--- src/tio_pkg.sv ---
`default_nettype none
package tio_pkg;
  // ****************************************************************
  // Timing
  // ****************************************************************
  localparam int CLOCK_KHZ = 10_000;
  localparam int FILTER_PULSE_US = 3_000;
  localparam int TONE_FREQ_HZ = 1_000;
  localparam int TONE_HALF_US = 1_000_000 / (2 * TONE_FREQ_HZ);
  localparam int BEEP_GATE_US = 50_000;
  localparam int DEBOUNCE_US = 5_000;
  // Least times round up to whole cycles
  localparam int FILTER_PULSE_CYC = (FILTER_PULSE_US * CLOCK_KHZ + 999) / 1000;
  localparam int TONE_HALF_CYC = (TONE_HALF_US * CLOCK_KHZ + 999) / 1000;
  localparam int BEEP_GATE_CYC = (BEEP_GATE_US * CLOCK_KHZ + 999) / 1000;
  localparam int DEBOUNCE_CYC = (DEBOUNCE_US * CLOCK_KHZ + 999) / 1000;
  localparam int CNT_W = 20;

  // ****************************************************************
  // Register map
  // ****************************************************************
  localparam int ADDR_W = 4;
  localparam int DATA_W = 8;
  localparam logic [3:0] ADDR_CTRL = 4'h0;
  localparam logic [3:0] ADDR_INPUTS = 4'h1;
  localparam logic [3:0] ADDR_OPTIONS = 4'h2;
  localparam logic [3:0] ADDR_INT_STATUS = 4'h3;
  localparam logic [3:0] ADDR_INT_MASK = 4'h4;
  localparam logic [7:0] CTRL_RESET = 8'h00;
  localparam logic [7:0] INT_MASK_RESET = 8'h00;
  localparam logic [7:0] INT_STATUS_RESET = 8'h00;
  localparam int CTRL_TIMEOUT_BIT = 0;
  localparam int CTRL_BUSY_BIT = 1;
  localparam int CTRL_BEEP_BIT = 2;
  localparam int IN_PTT_BIT = 0;
  localparam int IN_OFFHOOK_BIT = 1;
  localparam int IN_PROG_BIT = 2;
  localparam int IN_LOCKED_BIT = 3;
  localparam int IN_FILTER_BIT = 4;
  localparam int IN_TX_BIT = 5;
  localparam int IN_KEYED_BIT = 6;
  localparam int EV_PTT_BIT = 0;
  localparam int EV_HOOK_BIT = 1;
  localparam int EV_UNLOCK_BIT = 2;
  localparam int EV_PROG_BIT = 3;
  localparam int EV_OPTION_BIT = 4;
  localparam int EV_W = 5;
  localparam int OPT_W = 4;

  // ****************************************************************
  // Pin idle levels
  // ****************************************************************
  localparam logic PTT_IDLE = 1'b0;
  localparam logic HANGER_IDLE = 1'b0;
  localparam logic OPTION_IDLE = 1'b1;
  localparam logic MODE_IDLE = 1'b1;
  localparam logic LOCK_IDLE = 1'b1;

  typedef enum logic [2:0] {
    TONE_OFF = 3'b001,
    TONE_STEADY = 3'b010,
    TONE_PULSE = 3'b100
  } tio_tone_type;
endpackage : tio_pkg
`default_nettype wire
--- src/tio_debounce.sv ---
`timescale 1ns/1ns
`default_nettype none
module tio_debounce
  import tio_pkg::*;
#(
  parameter int STABLE_CYC = DEBOUNCE_CYC,
  parameter logic IDLE = 1'b0
) (
  // Clock and reset
  input wire logic clock,
  input wire logic rst_b,
  // Pin and clean level
  input wire logic pin,
  output logic level_q
);
  localparam logic [CNT_W-1:0] LAST = CNT_W'(STABLE_CYC - 1);
  logic sync1_q, sync2_q;
  logic [CNT_W-1:0] cnt_q;
  wire differs = (sync2_q != level_q);

  // Two-flop synchroniser, first stage read only by the second
  always_ff @(posedge clock or negedge rst_b) begin
    if (!rst_b) begin
      sync1_q <= IDLE;
      sync2_q <= IDLE;
    end else begin
      sync1_q <= pin;
      sync2_q <= sync1_q;
    end
  end

  // Level follows only after it has held steady; bounce restarts count
  always_ff @(posedge clock or negedge rst_b) begin
    if (!rst_b) begin
      cnt_q <= '0;
      level_q <= IDLE;
    end else if (!differs) begin
      cnt_q <= '0;
    end else if (cnt_q == LAST) begin
      cnt_q <= '0;
      level_q <= sync2_q;
    end else begin
      cnt_q <= cnt_q + 1'b1;
    end
  end

  property p_debounce_hold;
    @(posedge clock) disable iff (!rst_b)
      $changed(level_q) |-> $past(cnt_q) == LAST && $past(differs);
  endproperty
  a_debounce_hold: assert property (p_debounce_hold)
    else $error("clean level changed before the input held steady");
endmodule : tio_debounce
`default_nettype wire

--- src/tio_io_control.sv ---
`timescale 1ns/1ns
`default_nettype none
// What this block does
// - Transmit/receive select high in transmit mode, low in receive.
// - Push-to-talk sense high means pressed, low means released.
// - Transmitter enable low while keyed, held high if timed out or channel busy.
// - Hanger input low is on-hook, high is off-hook.
// - Option switch low is pressed, high is released.
// - Expired time-out gives a continuous 1 kHz warning tone.
// - A beep gives a pulsing warning tone.
// - Each out-of-lock pulse drives the filter control high about 3 ms.
// - Filter control is low except during that pulse.
// - Mode input low means programming link attached; high means normal.
module tio_io_control
  import tio_pkg::*;
#(
  parameter int FILTER_CYC = FILTER_PULSE_CYC,
  parameter int TONE_CYC = TONE_HALF_CYC,
  parameter int GATE_CYC = BEEP_GATE_CYC,
  parameter int BOUNCE_CYC = DEBOUNCE_CYC
) (
  // Clock and reset
  input wire logic clock,
  input wire logic rst_b,
  // Register port
  input wire logic [ADDR_W-1:0] reg_addr,
  input wire logic [DATA_W-1:0] reg_wdata,
  input wire logic reg_wr,
  input wire logic reg_rd,
  output logic [DATA_W-1:0] reg_rdata,
  output logic irq,
  // Front panel and microphone
  input wire logic ptt_sense,
  input wire logic hanger,
  input wire logic [OPT_W-1:0] option_sw_b,
  input wire logic remote_programming_link_b,
  // Synthesizer
  input wire logic lock_detect,
  output logic adaptive_filter,
  // Transmitter and audio
  output logic transmitter_key_enable_b,
  output logic tx_rx_select,
  output logic warning_tone
);
  // ****************************************************************
  // Constants at counter width
  // ****************************************************************
  localparam logic [CNT_W-1:0] FILTER_LAST = CNT_W'(FILTER_CYC - 1);
  localparam logic [CNT_W-1:0] TONE_LAST = CNT_W'(TONE_CYC - 1);
  localparam logic [CNT_W-1:0] GATE_LAST = CNT_W'(GATE_CYC - 1);

  // ****************************************************************
  // Input conditioning
  // ****************************************************************
  logic ptt_level, hanger_level, mode_level;
  logic [OPT_W-1:0] option_level;
  logic lock_s1_q, lock_s2_q, lock_prev_q;

  tio_debounce #(.STABLE_CYC(BOUNCE_CYC), .IDLE(PTT_IDLE)) u_ptt (
    .clock(clock), .rst_b(rst_b), .pin(ptt_sense), .level_q(ptt_level));
  tio_debounce #(.STABLE_CYC(BOUNCE_CYC), .IDLE(HANGER_IDLE)) u_hanger (
    .clock(clock), .rst_b(rst_b), .pin(hanger), .level_q(hanger_level));
  tio_debounce #(.STABLE_CYC(BOUNCE_CYC), .IDLE(MODE_IDLE)) u_mode (
    .clock(clock), .rst_b(rst_b), .pin(remote_programming_link_b), .level_q(mode_level));

  // One debouncer per option switch
  genvar gi;
  generate
    for (gi = 0; gi < OPT_W; gi++) begin : g_opt
      tio_debounce #(.STABLE_CYC(BOUNCE_CYC), .IDLE(OPTION_IDLE)) u_opt (
        .clock(clock), .rst_b(rst_b), .pin(option_sw_b[gi]),
        .level_q(option_level[gi]));
    end
  endgenerate

  // Lock detect is not debounced: its square wave is the signal we want
  always_ff @(posedge clock or negedge rst_b) begin
    if (!rst_b) begin
      lock_s1_q <= LOCK_IDLE;
      lock_s2_q <= LOCK_IDLE;
      lock_prev_q <= LOCK_IDLE;
    end else begin
      lock_s1_q <= lock_detect;
      lock_s2_q <= lock_s1_q;
      lock_prev_q <= lock_s2_q;
    end
  end

  // Meaning of each conditioned level
  wire ptt_pressed = ptt_level;
  wire off_hook = hanger_level;
  wire [OPT_W-1:0] option_pressed = ~option_level;
  wire prog_mode = ~mode_level;
  wire lock_fall = lock_prev_q & ~lock_s2_q;

  // ****************************************************************
  // Control register and keying
  // ****************************************************************
  logic [DATA_W-1:0] ctrl_q;
  wire timeout_expired = ctrl_q[CTRL_TIMEOUT_BIT];
  wire busy_inhibit = ctrl_q[CTRL_BUSY_BIT];
  wire beep_on = ctrl_q[CTRL_BEEP_BIT];

  // No keying while the programming link owns the unit
  wire tx_mode = ptt_pressed & ~prog_mode;
  wire keyed = tx_mode & ~timeout_expired & ~busy_inhibit;
  logic tx_q, keyed_q;

  always_ff @(posedge clock or negedge rst_b) begin
    if (!rst_b) begin
      tx_q <= 1'b0;
      keyed_q <= 1'b0;
    end else begin
      tx_q <= tx_mode;
      keyed_q <= keyed;
    end
  end

  assign tx_rx_select = tx_q;
  assign transmitter_key_enable_b = ~keyed_q;

  // ****************************************************************
  // Adaptive loop filter pulse
  // ****************************************************************
  logic [CNT_W-1:0] filt_cnt_q;
  logic filt_q;
  wire filt_busy = (filt_cnt_q != '0);

  // Each new edge restarts the full width, so a long unlock stays wide
  always_ff @(posedge clock or negedge rst_b) begin
    if (!rst_b) begin
      filt_cnt_q <= '0;
      filt_q <= 1'b0;
    end else begin
      if (lock_fall) begin
        filt_cnt_q <= FILTER_LAST;
      end else if (filt_busy) begin
        filt_cnt_q <= filt_cnt_q - 1'b1;
      end
      filt_q <= lock_fall | filt_busy;
    end
  end

  assign adaptive_filter = filt_q;

  // ****************************************************************
  // Warning tone
  // ****************************************************************
  tio_tone_type tone_mode_q, tone_mode_d;
  logic [CNT_W-1:0] tone_cnt_q, gate_cnt_q;
  logic tone_sq_q, gate_sq_q, tone_out_q;

  // Steady tone outranks the beep
  always_comb begin
    tone_mode_d = TONE_OFF;
    if (timeout_expired) begin
      tone_mode_d = TONE_STEADY;
    end else if (beep_on) begin
      tone_mode_d = TONE_PULSE;
    end
  end

  // Square wave and beep gate; gate restarts so each beep opens whole
  always_ff @(posedge clock or negedge rst_b) begin
    if (!rst_b) begin
      tone_mode_q <= TONE_OFF;
      tone_cnt_q <= '0;
      gate_cnt_q <= '0;
      tone_sq_q <= 1'b0;
      gate_sq_q <= 1'b0;
    end else begin
      tone_mode_q <= tone_mode_d;
      tone_cnt_q <= (tone_cnt_q == TONE_LAST) ? '0 : tone_cnt_q + 1'b1;
      if (tone_cnt_q == TONE_LAST) begin
        tone_sq_q <= ~tone_sq_q;
      end
      if (tone_mode_q != TONE_PULSE) begin
        gate_cnt_q <= '0;
        gate_sq_q <= 1'b1;
      end else if (gate_cnt_q == GATE_LAST) begin
        gate_cnt_q <= '0;
        gate_sq_q <= ~gate_sq_q;
      end else begin
        gate_cnt_q <= gate_cnt_q + 1'b1;
      end
    end
  end

  // Output mux registered to keep the pin glitch free
  always_ff @(posedge clock or negedge rst_b) begin
    if (!rst_b) begin
      tone_out_q <= 1'b0;
    end else begin
      unique case (tone_mode_q)
        TONE_OFF: tone_out_q <= 1'b0;
        TONE_STEADY: tone_out_q <= tone_sq_q;
        TONE_PULSE: tone_out_q <= tone_sq_q & gate_sq_q;
        default: tone_out_q <= 1'b0;
      endcase
    end
  end

  assign warning_tone = tone_out_q;

  // ****************************************************************
  // Events and interrupt
  // ****************************************************************
  logic ptt_prev_q, hook_prev_q, prog_prev_q;
  logic [OPT_W-1:0] opt_prev_q;
  logic [DATA_W-1:0] int_status_q, int_mask_q;
  logic [DATA_W-1:0] events;

  always_ff @(posedge clock or negedge rst_b) begin
    if (!rst_b) begin
      ptt_prev_q <= PTT_IDLE;
      hook_prev_q <= HANGER_IDLE;
      prog_prev_q <= 1'b0;
      opt_prev_q <= '0;
    end else begin
      ptt_prev_q <= ptt_pressed;
      hook_prev_q <= off_hook;
      prog_prev_q <= prog_mode;
      opt_prev_q <= option_pressed;
    end
  end

  // A change of push-to-talk, hook or mode is an event; an option only on press, lock only on its falling edge
  always_comb begin
    events = '0;
    events[EV_PTT_BIT] = ptt_pressed ^ ptt_prev_q;
    events[EV_HOOK_BIT] = off_hook ^ hook_prev_q;
    events[EV_UNLOCK_BIT] = lock_fall;
    events[EV_PROG_BIT] = prog_mode ^ prog_prev_q;
    events[EV_OPTION_BIT] = |(option_pressed & ~opt_prev_q);
  end

  // ****************************************************************
  // Register port
  // ****************************************************************
  wire wr_ctrl = reg_wr & (reg_addr == ADDR_CTRL);
  wire wr_status = reg_wr & (reg_addr == ADDR_INT_STATUS);
  wire wr_mask = reg_wr & (reg_addr == ADDR_INT_MASK);
  wire [DATA_W-1:0] clear_bits = wr_status ? reg_wdata : '0;

  // Set beats a write-one clear in the same cycle
  always_ff @(posedge clock or negedge rst_b) begin
    if (!rst_b) begin
      ctrl_q <= CTRL_RESET;
      int_mask_q <= INT_MASK_RESET;
      int_status_q <= INT_STATUS_RESET;
    end else begin
      if (wr_ctrl) begin
        ctrl_q <= reg_wdata;
      end
      if (wr_mask) begin
        int_mask_q <= reg_wdata;
      end
      int_status_q <= (int_status_q & ~clear_bits) | events;
    end
  end

  assign irq = |(int_status_q & int_mask_q);

  // Live state view
  logic [DATA_W-1:0] inputs_view;
  always_comb begin
    inputs_view = '0;
    inputs_view[IN_PTT_BIT] = ptt_pressed;
    inputs_view[IN_OFFHOOK_BIT] = off_hook;
    inputs_view[IN_PROG_BIT] = prog_mode;
    inputs_view[IN_LOCKED_BIT] = lock_s2_q;
    inputs_view[IN_FILTER_BIT] = filt_q;
    inputs_view[IN_TX_BIT] = tx_q;
    inputs_view[IN_KEYED_BIT] = keyed_q;
  end

  // Unmapped addresses read zero
  wire [DATA_W-1:0] rd_mux =
    (reg_addr == ADDR_CTRL) ? ctrl_q :
    (reg_addr == ADDR_INPUTS) ? inputs_view :
    (reg_addr == ADDR_OPTIONS) ? {{(DATA_W-OPT_W){1'b0}}, option_pressed} :
    (reg_addr == ADDR_INT_STATUS) ? int_status_q :
    (reg_addr == ADDR_INT_MASK) ? int_mask_q : '0;

  // Read data stand one cycle after the strobe, zero otherwise
  always_ff @(posedge clock or negedge rst_b) begin
    if (!rst_b) begin
      reg_rdata <= '0;
    end else begin
      reg_rdata <= reg_rd ? rd_mux : '0;
    end
  end

  // ****************************************************************
  // Checks
  // ****************************************************************
  property p_txrx;
    @(posedge clock) disable iff (!rst_b)
      ##1 tx_rx_select == $past(ptt_pressed && !prog_mode);
  endproperty
  a_txrx: assert property (p_txrx)
    else $error("tx/rx select does not follow transmit mode");

  property p_ptt_keys;
    @(posedge clock) disable iff (!rst_b)
      $rose(ptt_level) && !prog_mode && ctrl_q[2:0] == 3'h0 |=> tx_rx_select;
  endproperty
  a_ptt_keys: assert property (p_ptt_keys)
    else $error("pressed push-to-talk did not select transmit");

  property p_key_inhibit;
    @(posedge clock) disable iff (!rst_b)
      (timeout_expired || busy_inhibit) |=> transmitter_key_enable_b;
  endproperty
  a_key_inhibit: assert property (p_key_inhibit)
    else $error("transmitter keyed while inhibited");

  property p_key_on;
    @(posedge clock) disable iff (!rst_b)
      tx_mode && !timeout_expired && !busy_inhibit |=> !transmitter_key_enable_b;
  endproperty
  a_key_on: assert property (p_key_on)
    else $error("transmitter not keyed while in transmit mode");

  property p_hook_status;
    @(posedge clock) disable iff (!rst_b)
      reg_rd && reg_addr == ADDR_INPUTS |=> reg_rdata[IN_OFFHOOK_BIT] == $past(hanger_level);
  endproperty
  a_hook_status: assert property (p_hook_status)
    else $error("off-hook status does not match hanger level");

  property p_option_status;
    @(posedge clock) disable iff (!rst_b)
      reg_rd && reg_addr == ADDR_OPTIONS |=> reg_rdata[OPT_W-1:0] == ~$past(option_level);
  endproperty
  a_option_status: assert property (p_option_status)
    else $error("option pressed status not inverted from level");

  property p_steady_tone;
    @(posedge clock) disable iff (!rst_b)
      tone_mode_q == TONE_STEADY && $changed(tone_sq_q) |=> warning_tone == $past(tone_sq_q);
  endproperty
  a_steady_tone: assert property (p_steady_tone)
    else $error("steady tone does not follow the 1 kHz square wave");

  property p_pulse_tone;
    @(posedge clock) disable iff (!rst_b)
      tone_mode_q == TONE_PULSE && !gate_sq_q |=> !warning_tone;
  endproperty
  a_pulse_tone: assert property (p_pulse_tone)
    else $error("beep tone sounds during its off gap");

  property p_filter_start;
    @(posedge clock) disable iff (!rst_b)
      lock_fall |=> adaptive_filter && filt_cnt_q == FILTER_LAST;
  endproperty
  a_filter_start: assert property (p_filter_start)
    else $error("filter pulse did not start at full width");

  property p_filter_end;
    @(posedge clock) disable iff (!rst_b)
      filt_cnt_q == '0 && !lock_fall |=> !adaptive_filter;
  endproperty
  a_filter_end: assert property (p_filter_end)
    else $error("filter control high outside its pulse");

  property p_filter_cause;
    @(posedge clock) disable iff (!rst_b)
      $rose(adaptive_filter) |-> $past(lock_fall);
  endproperty
  a_filter_cause: assert property (p_filter_cause)
    else $error("filter pulse without an out-of-lock edge");

  property p_prog_blocks;
    @(posedge clock) disable iff (!rst_b)
      prog_mode |=> !tx_rx_select && transmitter_key_enable_b;
  endproperty
  a_prog_blocks: assert property (p_prog_blocks)
    else $error("transmit while programming link attached");
endmodule : tio_io_control
`default_nettype wire

--- config.mk ---
export PLATFORM = sky130hd
export DESIGN_NAME = tio_io_control
export DESIGN_NICKNAME = d
export VERILOG_FILES = /design/src/tio_pkg.sv /design/src/tio_debounce.sv /design/src/tio_io_control.sv
export SDC_FILE = /design/constraint.sdc
export NUM_CORES = 1
export LEC_CHECK = 0
export BUFFER_PORTS_ARGS = -buffer_cell sky130_fd_sc_hd__buf_2
export CORE_MARGIN = 8
export CORE_UTILIZATION = 45
export CTS_BUF_LIST = sky130_fd_sc_hd__clkbuf_2 sky130_fd_sc_hd__clkbuf_4 sky130_fd_sc_hd__clkbuf_8
export CTS_CLUSTER_DIAMETER = 200
export DETAILED_ROUTE_END_ITERATION = 10
export GPL_TIMING_DRIVEN = 0
export PLACE_DENSITY = 0.58
export SLEW_MARGIN = 10
export SYNTH_ARGS = -nofsm -noshare
export SYNTH_HDL_FRONTEND = slang
export SYNTH_SLANG_ARGS = --single-unit
--- constraint.sdc ---
create_clock -name clock -period 6.4 [get_ports clock]
set_input_delay 1.28 -clock clock [delete_from_list [all_inputs] [get_ports clock]]
set_output_delay 1.28 -clock clock [all_outputs]
set_load 0.05 [all_outputs]
==> implementation parameters <==
Parameter                              Value

Outcome
  Outcome    complete, no violations

Clocking
  Resize count post-CTS    0
  TritonCTS clock tree    done
  Clock Tree Root    sky130_fd_sc_hd__clkbuf_8
  Hold bufs inserted after CTS    0
  CTS max path bufs    3
  Inserted Clock Buffers    49
  TritonCTS Sinks    roughly 270
  Worst-Skew Late Latency    about 0.55 ns
  Post-CTS clock slew at the launch and capture registers of the worst setup and hold paths    approximately 0.06 ns
  H-tree levels    2
  Post-CTS setup repair buffer count    0

Finish
  Leading cell types in the layout, fill and taps excluded    sky130_fd_sc_hd__dfrtp_1 (253), sky130_fd_sc_hd__nor2_1 (154), sky130_fd_sc_hd__xnor2_1 (75)
  Combined area of the multi-input logic cells    ~0.0058 mm2
  Commonest non-fill, non-tap cell in the layout    sky130_fd_sc_hd__dfrtp_1
  Final Net Count    1406
  Area growth from synthesis to layout    14.1%
  Register area    around 0.0068 mm2
  FILL cells    around 2800
  Post-layout utilization of the core    51.7%
  Fraction of final layout cells sized beyond drive strength 1    between 10% and 20%
  Diode count    0
  Count of non-filler cells in the finished layout    between 1500 and 2000

Critical path
  Critical path fanouts, max    3
  Endpoint type of the worst setup path    output port
  Arrival time of data at the critical path endpoint    between 1.5 and 2 ns
  Delay of the slowest cell on the worst path    roughly 0.40 ns
  Ordered cell list for the critical path    a22oi_1 -> nand4_1 -> buf_2
  Number of buffers and inverters on the critical path    1
  Kind of critical path    flip-flop to output port
  Data required time at the worst endpoint    5.12 ns
  Cell with the largest stage delay on the worst path    sky130_fd_sc_hd__dfrtp_1
  CP Launch Type    flip-flop
  Top Family by Delay on Critical Path    flip-flops

STA
  Maximum clock frequency    roughly 340 MHz
  Final Setup Violations    0
  Setup ws final    approximately 3.4 ns
  Relative slew slack    roughly 40%
  Hold violation total from the final report    0
  Unrepaired setup endpoints after global routing    no
  Worst clock skew    0.0145 ns
  Slew at the pin with the worst max-slew slack    a little under 0.9 ns
  Crit path time final    a little under 3 ns
  Period Utilization, post-route    a little under half
  Final number of max-transition violations    0

Floorplanning
  Width of the die    186 um
  Die ar.    between 0.03 and 0.04 mm2
  Number of core rows    between 60 and 70
  Starting Density    between 40% and 50%
  Core region area    ~0.029 mm2
  Top-Level Pins    37
  Die height    186 um

Global routing
  Overall routing resource usage    between 10% and 20%
  Gr ovfl total    0
  Via count of the first global-routing pass    around 9000
  Maximum number of pins on one net before global-route repair    110
  Global-route wire length before repair    46700 um
  Initial antenna violation count    4

Yosys
  Post-synthesis cell type count    66
  Synth Flop Type    sky130_fd_sc_hd__dfrtp_1
  Share of flip-flops with an asynchronous set or reset after synthesis    100%
  Flops & latches, synth    ~270
  Post-synth EDFFs    0
  Yosys warns    0
  Post-synthesis instance area    around 0.013 mm2
  Mean post-synth cell area    ~10 um2
  Synthesized instance count    about 1300
  Net count after synthesis    between 1000 and 1500
  Share of synthesized area occupied by flip-flops and latches    52.8%

Place
  Pre-CTS setup slack    3.14 ns
  Count of buffers from port buffering    36
  Placed cell count    between 1500 and 2000
  HPWL reported at the end of detailed placement    18500 um
  Routability cong.    0.814

Route
  Wirelength, routed    approximately 27000 um
  Per-cell via count in the routed design    approximately 5.3
  Detailed-route via count    about 9600
  Detailed router's first-iteration violation count    575
  DRC viols    0
  Pre-antenna DRT Iters    5
  Number of nets with antenna violations after detailed routing    0
  WL/cell    ~15 um

Power and ir drop
  Worst vdd ir    roughly 0.00016 V
  Power per cell area    between 200 and 300 mW/mm2
  Design internal power    2.92 mW
  Reported net switching power    0.888 mW
  Leakage    slightly below 6 nW
  Power share of the sequential group    between 40% and 50%
  Switching fraction of total power    a little under a quarter
  Total Power    roughly 3.8 mW
  Relative contribution of combinational cells to total power    approximately 5.4%
  Power share of the clock group    46.2%

Flow run
  Max-Cap Viols    0

Worst hold path
  Min-Delay Path Class    flip-flop to flip-flop
## path summary, 6_finish.rpt
kind	startpoint	endpoint	slack (ns)	cells past startpoint
max	int_status_q[5]	irq	3.45	3
min	g_opt[1].u_opt.sync1_q	g_opt[1].u_opt.sync2_q	0.36	0
max reg2reg	u_hanger.cnt_q[0]	u_hanger.cnt_q[10]	4.06	6
min reg2reg	g_opt[1].u_opt.sync1_q	g_opt[1].u_opt.sync2_q	0.36	0
max in group asynchronous	rst_b	lock_s1_q	4.82	2
min in group asynchronous	rst_b	g_opt[1].u_opt.cnt_q[9]	0.66	1
## power by group through the flow
stage	registers (mW)	clock network (mW)	logic, mW
3_5_place_dp	1.87	0	0.211
3_3_place_gp	1.87	0	0.204
6_report	1.84	1.76	0.205
4_1_cts	1.84	1.83	0.211
5_1_grt	1.85	1.91	0.234
2_1_floorplan	1.86	0	0.122
## Yosys cell counts (all sizes together) (8+ instances only)
cell | number | area share (%)
a21oi | 60 | 2.3
or3 | 33 | 1.6
a22oi | 8 | 0.46
clkbuf | 29 | 0.85
and3 | 14 | 0.68
mux2 | 24 | 2.1
or2 | 8 | 0.39
inv | 54 | 1.6
o31ai | 23 | 1.4
dfrtp | 253 | 49
or4 | 27 | 1.6
nor4b | 10 | 0.68
nor3 | 43 | 1.7
and2 | 9 | 0.44
nor4 | 48 | 2.5
dfstp | 19 | 3.9
nor2 | 154 | 4.5
ha | 11 | 1.1
nand2b | 12 | 0.58
and4 | 14 | 0.96
nand2 | 69 | 2.0
nand3 | 61 | 2.4
xnor2 | 75 | 5.1
xor2 | 51 | 3.5
o21ai | 42 | 1.7
nand4 | 60 | 2.9
## flip-flops by register name, summed over array words and instances (netlist names), 3 cells and up
register and count:
g_opt.u_opt.cnt_q 80, filt_cnt_q 20, gate_cnt_q 20, tone_cnt_q 20, u_hanger.cnt_q 20, u_mode.cnt_q 20
u_ptt.cnt_q 20, ctrl_q 8, int_mask_q 8, int_status_q 8, reg_rdata 8, g_opt.u_opt.level_q 4
g_opt.u_opt.sync1_q 4, g_opt.u_opt.sync2_q 4, opt_prev_q 4, tone_mode_q 3
## area by class of cell
cell class | instances | share of cell area (%)
clock buffers | 83 | 6.97
repair buffers | 38 | 1.66
flip-flops and latches | 272 | 46.2
clock inverters | 9 | 0.491
plain buffers | 33 | 0.881
well taps | 384 | 3.25
multi-input cells | 923 | 39.1
inverters | 54 | 1.37
## cells by family (layout without fill, tap and decap cells)
family	Yosys count	in the layout	synth area share (%)
AND/OR/NAND/NOR	584	584	24.2
flip-flops	272	272	52.8
AO/OA/AOI/OAI	174	174	8.49
XOR/XNOR	126	126	8.53
buffers and inverters	87	217	2.57
multiplexers	28	28	2.40
adder cells (fa/ha/maj)	11	11	1.06
## layer usage
layer | up-vias | routed length (um) | share of wire (%) | global-route usage (%)
met5 | - | 46 | 0.17 | 0
met4 | 8 | 537 | 2.0 | 4.54
met3 | 52 | 1140 | 4.2 | 3.53
met2 | 121 | 12300 | 45 | 25.5
met1 | 4595 | 13200 | 49 | 22.7
li1 | 4818 | - | - | -
## stage by stage
stage	area (um2)	hold slack, ns	TNS (ns)
floorplan	12900	0.331	0
global placement	13600	0.346	-267.30
detailed placement	13700	0.347	0
finish	14800	0.355	0
global route	14800	0.357	0
CTS	14800	0.354	0
Note: power is estimated with default switching activity, not from simulation.
